===== src/design/mps_pkg.sv =====
// constants and carrier types of the microprogram next-address logic
`default_nettype none
package mps_pkg;
  // word and address geometry
  localparam int MPS_UWORD_W = 32;
  localparam int MPS_STORE_DEPTH = 512;
  localparam int MPS_UADDR_W = 9;
  localparam int MPS_ROW_W = 5;
  localparam int MPS_COL_W = 4;
  localparam int MPS_IBUS_W = 4;
  localparam int MPS_NCOND = 8;
  localparam int MPS_SEL_W = 3;
  // field positions inside the word (word bit n sits at index n-1)
  localparam int MPS_AC_HI_LSB = 26;
  localparam int MPS_AC_HI_W = 6;
  localparam int MPS_AC0_BIT = 25;
  localparam int MPS_CSEL_LSB = 13;
  localparam int MPS_FC_IN_BIT = 16;
  localparam int MPS_FC_OUT_BIT = 17;
  // reset values
  localparam logic [8:0] MPS_RST_ADDR = 9'h000;
  localparam logic [3:0] MPS_SX_FORCED = 4'hf;
  localparam logic [3:0] MPS_PX_IDLE = 4'hf;
  localparam logic MPS_PHASE_IDLE = 1'h1;
  localparam logic MPS_MR_RST = 1'h0;
  // condition source indexes per select code, three bits each
  localparam logic [23:0] MPS_COND_MAP = 24'hfac688;
  // condition source positions
  localparam logic [2:0] MPS_SRC_ZERO = 3'h0;
  localparam logic [2:0] MPS_SRC_INDEX = 3'h1;
  localparam logic [2:0] MPS_SRC_XFER = 3'h2;
  localparam logic [2:0] MPS_SRC_TMO = 3'h3;
  localparam logic [2:0] MPS_SRC_FLAG = 3'h4;
  localparam logic [2:0] MPS_SRC_CARRY = 3'h5;
  localparam logic [2:0] MPS_SRC_BUSY = 3'h6;
  localparam logic [2:0] MPS_SRC_BIT26 = 3'h7;
  // branch modes, taken from the top three address-control bits
  localparam logic [2:0] MPS_BR_ROW = 3'h0;
  localparam logic [2:0] MPS_BR_ZERO = 3'h1;
  localparam logic [2:0] MPS_BR_JROW = 3'h2;
  localparam logic [2:0] MPS_BR_PRI = 3'h3;
  localparam logic [2:0] MPS_BR_SEC = 3'h4;
  localparam logic [2:0] MPS_BR_FLAG = 3'h5;
  localparam logic [2:0] MPS_BR_COND = 3'h6;
  localparam logic [2:0] MPS_BR_BOTH = 3'h7;

  // interface-board condition lines
  typedef struct packed {
    logic all_zero_cond;
    logic index_cond;
    logic transfer_request_cond;
    logic timeout_cond;
    logic flag_cond;
  } mps_cond_t;

  // group multiplexer select pair
  typedef struct packed {
    logic group_select_1;
    logic group_select_0;
  } mps_gsel_t;

  // whole state of the sequencer block
  typedef struct packed {
    logic [8:0] uaddr;
    logic flag;
    logic phase_s1;
    logic phase_s2;
    logic phase_prev;
    logic mr_s1;
    logic mr_s2;
    mps_cond_t cond_s1;
    mps_cond_t cond_s2;
  } mps_state_t;
endpackage
`default_nettype wire


===== src/design/mps_seq_inputs.sv =====
// microprogram sequencer and its steered inputs
`default_nettype none
module mps_seq_inputs #(
  parameter logic [23:0] COND_MAP = mps_pkg::MPS_COND_MAP
) (
  input wire logic i_core_clk,
  input wire logic i_reset,
  input wire logic [mps_pkg::MPS_UWORD_W-1:0] i_uword,
  input wire mps_pkg::mps_cond_t i_board_cond,
  input wire logic i_carry_or_shift_out,
  input wire logic i_busy_start,
  input wire logic i_phase_one_clock_n,
  input wire logic i_master_reset_n,
  input wire mps_pkg::mps_gsel_t i_group_select,
  input wire logic [2:0] i_array_data,
  input wire logic [2:0] i_chan_cmd_addr,
  output logic [mps_pkg::MPS_UADDR_W-1:0] o_uaddr,
  output logic [3:0] o_primary_ibus,
  output logic [3:0] o_secondary_ibus,
  output logic o_branch_ctrl_low,
  output logic o_sequencer_load,
  output logic o_flag
);
  import mps_pkg::*;

  // enables of the sequencer are never pulled low
  localparam logic SEQ_ENABLE = 1'h1;
  localparam logic ROW_ADDRESS_ENABLE = 1'h1;

  mps_state_t st_ff;
  mps_state_t nxt_st;
  logic [5:0] branch_ctrl_hi;
  logic [6:0] branch_ctrl;
  logic [2:0] cond_select;
  logic [7:0] cond_src;
  logic flag_ctrl_0;
  logic flag_ctrl_1;
  logic flag_ctrl_2;
  logic flag_ctrl_3;
  logic flag_logic_in;
  logic sequencer_load;
  logic step;
  logic [3:0] group_a;
  logic [3:0] group_b;
  logic [3:0] primary_ibus;
  logic [3:0] secondary_ibus;

  // row part of an address
  function automatic logic [4:0] row_of(input logic [8:0] a);
    row_of = a[8:4];
  endfunction

  // column part of an address
  function automatic logic [3:0] col_of(input logic [8:0] a);
    col_of = a[3:0];
  endfunction

  // next address from branch controls and the two buses
  function automatic logic [8:0] next_addr(
    input logic [6:0] ac,
    input logic [8:0] a,
    input logic [3:0] px,
    input logic [3:0] sx,
    input logic fl
  );
    logic [4:0] r;
    r = row_of(a);
    case (ac[6:4])
      MPS_BR_ROW: next_addr = {r, ac[3:0]};
      MPS_BR_ZERO: next_addr = {5'h00, ac[3:0]};
      MPS_BR_JROW: next_addr = {1'h0, ac[3:0], col_of(a)};
      MPS_BR_PRI: next_addr = {r, px};
      MPS_BR_SEC: next_addr = {r, sx};
      MPS_BR_FLAG: next_addr = {r, ac[3:1], fl};
      MPS_BR_COND: next_addr = {r, ac[3:1], ac[0]};
      MPS_BR_BOTH: next_addr = {r, ac[3:1], fl & ac[0]};
      default: next_addr = a;
    endcase
  endfunction

  assign branch_ctrl_hi = i_uword[MPS_AC_HI_LSB +: MPS_AC_HI_W];
  assign cond_select = i_uword[MPS_CSEL_LSB +: MPS_SEL_W];

  always_comb begin
    cond_src = 8'h00;
    cond_src[MPS_SRC_ZERO] = st_ff.cond_s2.all_zero_cond;
    cond_src[MPS_SRC_INDEX] = st_ff.cond_s2.index_cond;
    cond_src[MPS_SRC_XFER] = st_ff.cond_s2.transfer_request_cond;
    cond_src[MPS_SRC_TMO] = st_ff.cond_s2.timeout_cond;
    cond_src[MPS_SRC_FLAG] = st_ff.cond_s2.flag_cond;
    cond_src[MPS_SRC_CARRY] = i_carry_or_shift_out;
    cond_src[MPS_SRC_BUSY] = i_busy_start;
    cond_src[MPS_SRC_BIT26] = i_uword[MPS_AC0_BIT];
  end

  // condition multiplexer into the lowest branch control
  mps_cond_mux #(
    .SEL_MAP(COND_MAP)
  ) u_cond_mux (
    .i_sources(cond_src),
    .i_select(cond_select),
    .o_branch_ctrl_low(o_branch_ctrl_low)
  );

  assign branch_ctrl = {branch_ctrl_hi, o_branch_ctrl_low};

  assign flag_ctrl_0 = i_uword[MPS_FC_IN_BIT];
  assign flag_ctrl_1 = i_uword[MPS_FC_IN_BIT];
  assign flag_ctrl_2 = i_uword[MPS_FC_OUT_BIT];
  assign flag_ctrl_3 = i_uword[MPS_FC_OUT_BIT];

  assign flag_logic_in = i_carry_or_shift_out;

  assign sequencer_load = ~st_ff.mr_s2;

  assign step = SEQ_ENABLE & ROW_ADDRESS_ENABLE & st_ff.phase_prev
    & ~st_ff.phase_s2;

  assign group_a = {~i_array_data, 1'h1};
  assign group_b = {~i_chan_cmd_addr, 1'h0};

  always_comb begin
    primary_ibus = MPS_PX_IDLE;
    if (!i_group_select.group_select_0) begin
      primary_ibus = ~group_b;
    end else if (!i_group_select.group_select_1) begin
      primary_ibus = ~group_a;
    end
  end

  // secondary bus forced or complemented
  always_comb begin
    if (sequencer_load) begin
      secondary_ibus = MPS_SX_FORCED;
    end else begin
      secondary_ibus = ~col_of(st_ff.uaddr);
    end
  end

  // next state of synchronisers, flag and address
  always_comb begin
    nxt_st = st_ff;
    nxt_st.phase_s1 = i_phase_one_clock_n;
    nxt_st.phase_s2 = st_ff.phase_s1;
    nxt_st.phase_prev = st_ff.phase_s2;
    nxt_st.mr_s1 = i_master_reset_n;
    nxt_st.mr_s2 = st_ff.mr_s1;
    nxt_st.cond_s1 = i_board_cond;
    nxt_st.cond_s2 = st_ff.cond_s1;
    if (sequencer_load) begin
      nxt_st.uaddr = {5'h00, ~secondary_ibus};
      nxt_st.flag = 1'h0;
    end else if (step) begin
      nxt_st.uaddr = next_addr(branch_ctrl, st_ff.uaddr, primary_ibus,
        secondary_ibus, flag_ctrl_2 ? st_ff.flag : o_branch_ctrl_low);
      if (flag_ctrl_0 & flag_ctrl_1) begin
        nxt_st.flag = flag_logic_in;
      end
    end
  end

  // state register
  always_ff @(posedge i_core_clk or posedge i_reset) begin
    if (i_reset) begin
      st_ff.uaddr <= MPS_RST_ADDR;
      st_ff.flag <= 1'h0;
      st_ff.phase_s1 <= MPS_PHASE_IDLE;
      st_ff.phase_s2 <= MPS_PHASE_IDLE;
      st_ff.phase_prev <= MPS_PHASE_IDLE;
      st_ff.mr_s1 <= MPS_MR_RST;
      st_ff.mr_s2 <= MPS_MR_RST;
      st_ff.cond_s1 <= '0;
      st_ff.cond_s2 <= '0;
    end else begin
      st_ff <= nxt_st;
    end
  end

  assign o_uaddr = st_ff.uaddr;
  assign o_primary_ibus = primary_ibus;
  assign o_secondary_ibus = secondary_ibus;
  assign o_sequencer_load = sequencer_load;
  assign o_flag = st_ff.flag;
endmodule
`default_nettype wire


===== src/design/mps_cond_mux.sv =====
// eight-to-one condition multiplexer with a settable select mapping
`default_nettype none
module mps_cond_mux #(
  parameter logic [23:0] SEL_MAP = mps_pkg::MPS_COND_MAP
) (
  input wire logic [7:0] i_sources,
  input wire logic [2:0] i_select,
  output logic o_branch_ctrl_low
);
  import mps_pkg::*;

  logic [7:0] routed;

  // route each select code to its mapped source
  // mapping is parameter
  genvar g;
  generate
    for (g = 0; g < MPS_NCOND; g++) begin : g_route
      assign routed[g] = i_sources[SEL_MAP[g*3 +: 3]];
    end
  endgenerate

  assign o_branch_ctrl_low = routed[i_select];
endmodule
`default_nettype wire


===== config.mk =====
export PLATFORM = sky130hd
export DESIGN_NAME = mps_seq_inputs
export DESIGN_NICKNAME = d
export VERILOG_FILES = /design/src/design/mps_pkg.sv /design/src/design/mps_seq_inputs.sv /design/src/design/mps_cond_mux.sv
export SDC_FILE = /design/constraint.sdc
export NUM_CORES = 1
export LEC_CHECK = 0
export BUFFER_PORTS_ARGS = -buffer_cell sky130_fd_sc_hd__buf_2
export CELL_PAD_IN_SITES_DETAIL_PLACEMENT = 0
export CELL_PAD_IN_SITES_GLOBAL_PLACEMENT = 1
export CORE_ASPECT_RATIO = 0.8
export CORE_MARGIN = 1.5
export CORE_UTILIZATION = 30
export CTS_BUF_LIST = sky130_fd_sc_hd__clkbuf_4
export DETAILED_ROUTE_END_ITERATION = 8
export GPL_TIMING_DRIVEN = 1
export PLACE_DENSITY_LB_ADDON = 0.25
export SLEW_MARGIN = 20
export SYNTH_ARGS = -nofsm -noshare
export SYNTH_HDL_FRONTEND = slang
export SYNTH_SLANG_ARGS = --single-unit

===== constraint.sdc =====
create_clock -name i_core_clk -period 4.25 [get_ports i_core_clk]
set_input_delay 0.85 -clock i_core_clk [delete_from_list [all_inputs] [get_ports i_core_clk]]
set_output_delay 0.85 -clock i_core_clk [all_outputs]
set_load 0.1 [all_outputs]

After elaboration in Yosys (flattened, before gate mapping)
Index checks and enable logic that the tools add are counted.
{ "op_classes": {"n_eq_ne": 15, "n_reduce_logical": 5, "muxes": 10, "div": 0, "shifts": 0, "n_bitwise": 10, "multipliers": 0, "addsub": 0, "magnitude_cmp": 1} }
{ "op_table": {"columns": ["cell", "count"], "rows": [
  ["one-hot mux 9 bit (7 select lines)", 1],
  ["2-to-1 mux 10 bit", 2],
  ["inverter 4 bit", 4],
  ["inequality test 2 bit, second input constant", 7],
  ["equality test 3 bit, second input constant", 4],
  ["2-to-1 mux 4 bit", 3],
  ["equality test 3 x 2 -> 1 bit, second input constant", 2],
  ["inverter 3 bit", 2],
  ["AND reduction 6 bit", 1],
  ["< comparator 3 x 4 -> 1 bit, second input constant", 1],
  ["AND reduction 2 bit", 2],
  ["binary-select mux 1 bit (select 3 bit)", 1],
  ["equality test 3 x 1 -> 1 bit, second input constant", 1],
  ["logical NOT 3 bit", 1],
  ["2-to-1 mux 1 bit", 3],
  ["AND 1 bit", 2],
  ["inequality test 2 x 1 -> 1 bit, second input constant", 1],
  ["inverter 1 bit", 2],
  ["OR reduction 2 bit", 1]
]} }
{ "word_totals": {"n_memories": 0, "register_bits": 25, "elab_cells": 59, "rom_bits": 0, "in_bits": 51, "latch_bits": 0, "ram_bits": 0, "out_inout_bits": 20} }

Logic depth before layout (Yosys ltp)
{ "logic_depth": {"ltp_word": 7, "ltp_mapped": 5} }

Modules after synthesis
Synthesis repeated with hierarchy kept, for this count alone.
{ "unflattened": {"cells_unflattened": 107, "area_unflattened_um2": 1213.7} }
{ "modules_own_cells": {"columns": ["module", "cells_each", "area_per_inst_um2", "n_inst"], "rows": [
  ["mps_seq_inputs", 104, 1149.9, 1],
  ["mps_cond_mux", 3, 63.8, 1]
]} }

Worst setup path after synthesis
No wires, ideal clock.
{ "synth_path": {"path_kind": "input to output", "startpoint": "in i_group_select[0] (netlist name)", "endpoint": "out o_primary_ibus[1]", "arrival_time_ns": 2.677, "n_path_buf": 1, "path_stages": 3, "slack_ns": 0.723, "path_cell_list": "clkbuf_1 -> nor2_1 -> a21oi_1"} }
{ "synth_between": {"elab_chain_len": 1} }
{ "synth_rtl": {"columns": ["item", "line_no", "source"], "rows": [
  ["start, declared", "mps_seq_inputs.sv:14", "input wire mps_pkg::mps_gsel_t i_group_select,"],
  ["2-to-1 mux 4 bit", "mps_seq_inputs.sv:124", "if (!i_group_select.group_select_0) begin"],
  ["end, declared", "mps_seq_inputs.sv:18", "output logic [3:0] o_primary_ibus,"]
]} }
Every way passes these cells.

Final worst setup path
{ "layout_path": {"startpoint": "in i_uword[13] (netlist name)", "endpoint": "out o_branch_ctrl_low"} }
{ "layout_between": {"elab_chain_len": 2} }
{ "layout_rtl": {"columns": ["item", "line_no", "source"], "rows": [
  ["start, declared", "mps_seq_inputs.sv:8", "input wire logic [mps_pkg::MPS_UWORD_W-1:0] i_uword,"],
  ["binary-select mux 1 bit (select 3 bit)", "mps_cond_mux.sv:23", "assign o_branch_ctrl_low = routed[i_select];"],
  ["2-to-1 mux 1 bit (not written as such)", "mps_cond_mux.sv:23", null],
  ["end, declared", "mps_seq_inputs.sv:20", "output logic o_branch_ctrl_low,"]
]} }
Every way passes these cells. The select of a mux whose other input is x is not followed.

==> flow_summary_export.csv <==
group,metric,value,unit
outcome,status,"completed",
worst_setup_path,critPathLaunchType,"primary input",
clocking,hold_buffers,0,
worst_setup_path,crit_end,"o_branch_ctrl_low",
timing,holdWs,0.363,ns
routing,routed_wl,2420,µm
placed_design,dpl-instance-area,0.00141,mm²
synthesis,ys_ff_latch,24,
synthesis,synth_nets,162,
synthesis,ys.warnings.count,0,
power,p_total,0.582,mW
synthesis,yosysTopAreaCellShare,44.1,%
clocking,htreeDepth,1,
synthesis,yosysSeqAreaShare,50.7,%
synthesis,synthAdderAreaFrac,0,%
die,dieWidth,73.5,µm
worst_setup_path,crit_buf_inv,2,
power,p_sw_share,35.4,%
synthesis,syn-cell-area,0.00119,mm²
clocking,cts_setup_buffers,0,
timing,hold_viol,0,
synthesis,synth_top_family_by_area,"compound AO/OA/AOI/OAI gates",
placed_design,detailedPlace.worstSlack,1.30,ns
worst_setup_path,cp-end-kind,"primary output",
worst_setup_path,worst-r2r-cell-count,4,
worst_setup_path,path_depth,4,
global_route,antenna_found_initial,0,
timing,setup_viol_count_final,0,
worst_setup_path,worstReg2RegStart,"cond_src[1]",
power,power_switching,0.206,mW
global_route,grt_usage,12.2,%
worst_setup_path,r2r_end,"o_uaddr[0]",
worst_setup_path,required,3.40,ns
routing,post_drt_wl_per_cell,11.8,µm
worst_setup_path,slowest_stage,"mux4_1",
clocking,cts_tree,"built",
die,dieArea,0.00436,mm²
synthesis,ys_types,33,
clocking,clockRootBuffer,"clkbuf_4",
timing,fin_crit_sh,69.5,%
placed_design,io_buffers,49,
power,internal_power,0.376,mW
global_route,grt_max_degree,25,
synthesis,synth_area_leaders,"dfrtp_1 44%, dfstp_2 6.6%, buf_4 6.3%, mux4_1 4.4%, o311a_1 3.4%",
worst_hold_path,hp-class,"reg -> reg",
synthesis,synthSimpleGateAreaFrac,10.4,%
timing,fmaxAchievable,0.339,GHz
worst_setup_path,path_class,"in -> out",
run,maxCapViolations,0,
power,p_per_area,397,mW/mm²
placed_design,gp_congestion,0.726,
power,ir_drop,0.000147,V
routing,dr.first_iter.drc_count,24,
worst_setup_path,worst_path_most_repeated_cell,"buf_2",
cells_and_area,design_area,0.00147,mm²
die,initial_core_util,31.3,%
worst_setup_path,crit_family,"multiplexers",
clocking,clock_latency,0.31,ns
power,seqPwrFrac,43.0,%
global_route,grt_pass1_vias,818,
clocking,cts_buffers,3,
clocking,cts_max_path_buffers,2,
cells_and_area,fillCellCount,406,
routing,drt_pre_antenna_iters,4,
die,design.core.area,0.00380,mm²
worst_setup_path,arrival,2.10,ns
worst_setup_path,crit_fanout,3,
timing,tightestPinTransition,0.874,ns
timing,slew_headroom,41.7,%
clocking,clkSinkCount,24,
worst_setup_path,startpoint,"i_uword[13]",
synthesis,synth_xor_area_share,0.735,%
clocking,path_clk_slew,0.13,ns
timing,finClkSkew,0.00249,ns
timing,worst_slack,1.30,ns
cells_and_area,n_antenna_cell,0,
placed_design,hpwl,1910,µm
cells_and_area,syn_to_final_growth,23.1,%
synthesis,netlist_instances,111,
routing,drc,0,
worst_setup_path,critPathMaxStageDelay,0.54,ns
power,p_comb_share,28.7,%
synthesis,synth_area_per_cell,10.7,µm²
global_route,grt_pass1_wl,3970,µm
cells_and_area,drive_above_1_share,41.3,%
synthesis,synth-compound-area-share,18.3,%
routing,routed-via-count,913,
die,die_h,59.4,µm
power,p_clk_share,28.3,%
cells_and_area,nets,202,
routing,antenna_violating_nets_post_route,0,
timing,setup_tns,0,ns
global_route,grt_overflow,0,
timing,min_period,2.95,ns
die,pin_count,71,
synthesis,synthMuxAreaShare,9.35,%
power,leakage,0.708,nW
timing,rsz0062_at_grt,"no",
timing,slew_violations,0,
routing,via_per_inst,4.45,
clocking,cts_resized,0,
worst_setup_path,r2r_slack,2.51,ns
synthesis,synth_top_area_cell,"dfrtp_1",
die,num_rows,20,
worst_setup_path,path_cells,"buf_2 -> mux4_1 -> mux2_4 -> buf_2",
-- worst min path at each step --
stage,startpoint,endpoint,slack [ns],cells after the start
final,nxt_st[10],st_ff[10],0.36,0
after global routing,nxt_st[13],nxt_st[12],0.37,0
after CTS,nxt_st[13],nxt_st[12],0.37,0
after detailed placement,nxt_st[1],cond_src[3],0.34,0
after global placement,nxt_st[4],cond_src[0],0.33,0
after floorplan,nxt_st[4],cond_src[0],0.33,0
-- power by group through the flow --
stage | combinational, mW | clock, mW | sequential [mW]
after global placement | 0.167 | 0 | 0.254
final | 0.167 | 0.165 | 0.250
after global routing | 0.177 | 0.183 | 0.253
after floorplan | 0.143 | 0 | 0.253
after CTS | 0.169 | 0.172 | 0.251
after detailed placement | 0.168 | 0 | 0.255
-- layout by cell type, fill, tap and decap left out, types with 4 or more instances in the layout --
| cell | instances |
|---|---|
| a21oi_1 | 5 |
| o21ai_1 | 5 |
| o311a_1 | 4 |
| o21ai_0 | 5 |
| dfrtp_1 | 21 |
| buf_2 | 49 |
| nor2_1 | 7 |
| inv_1 | 8 |
| nand3_1 | 4 |
| nand2_1 | 7 |
-- synth_stat cells, drive strengths merged --
cell,count
dfrtp,21
buf,11
o21ai,10
inv,8
nand2,7
nor2,7
a21oi,5
mux2,4
nand3,4
o311a,4
a211oi,3
clkbuf,3
dfstp,3
nor2b,3
mux4,2
nand2b,2
o311ai,2
a211o,1
and2,1
and3,1
conb,1
mux2i,1
nor3b,1
o21a,1
o21bai,1
o221a,1
o22ai,1
o31ai,1
xnor2,1
-- cells by family after synthesis --
kind of cell / Yosys count
flops: 24
compound gates: 30
simple gates: 26
mux: 7
buf+inv: 22
other cells: 1
xor+xnor: 1
-- metrics by stage --
| stage | cells | utilization (%) |
|---|---|---|
| after floorplan | 111 | - |
| after global placement | 201 | 37.2 |
| after detailed placement | 201 | 37.2 |
| after CTS | 205 | 38.6 |
| after global routing | 205 | 38.6 |
| final | 205 | 38.6 |
-- sequential cells by signal (all words and copies together) (netlist names) --
| register | count |
|---|---|
| nxt_st | 8 |
| o_uaddr | 8 |
| cond_src | 5 |
| st_ff | 2 |
| o_flag | 1 |
-- layer usage --
layer	share of wire, %	global-route usage [%]	vias to the layer above	wire length, µm
met1	47	16.4	425	1140
met2	46	19.6	23	1120
li1	-	-	463	-
met5	0	0	-	0
met3	6.1	3.91	2	147
met4	0.41	2.38	0	10
-- area by class of cell --
| cell class | count | area, µm² | share of cell area, % |
|---|---|---|---|
| Clock buffer | 3 | 22.5 | 1.54 |
| Clock inverter | 1 | 30.0 | 2.05 |
| Inverter | 8 | 30.0 | 2.05 |
| Multi-Input combinational cell | 65 | 465 | 31.7 |
| Sequential cell | 24 | 604 | 41.2 |
| Tap cell | 55 | 68.8 | 4.69 |
| Timing Repair Buffer | 49 | 245 | 16.7 |
(Power assumes the default switching activity.)
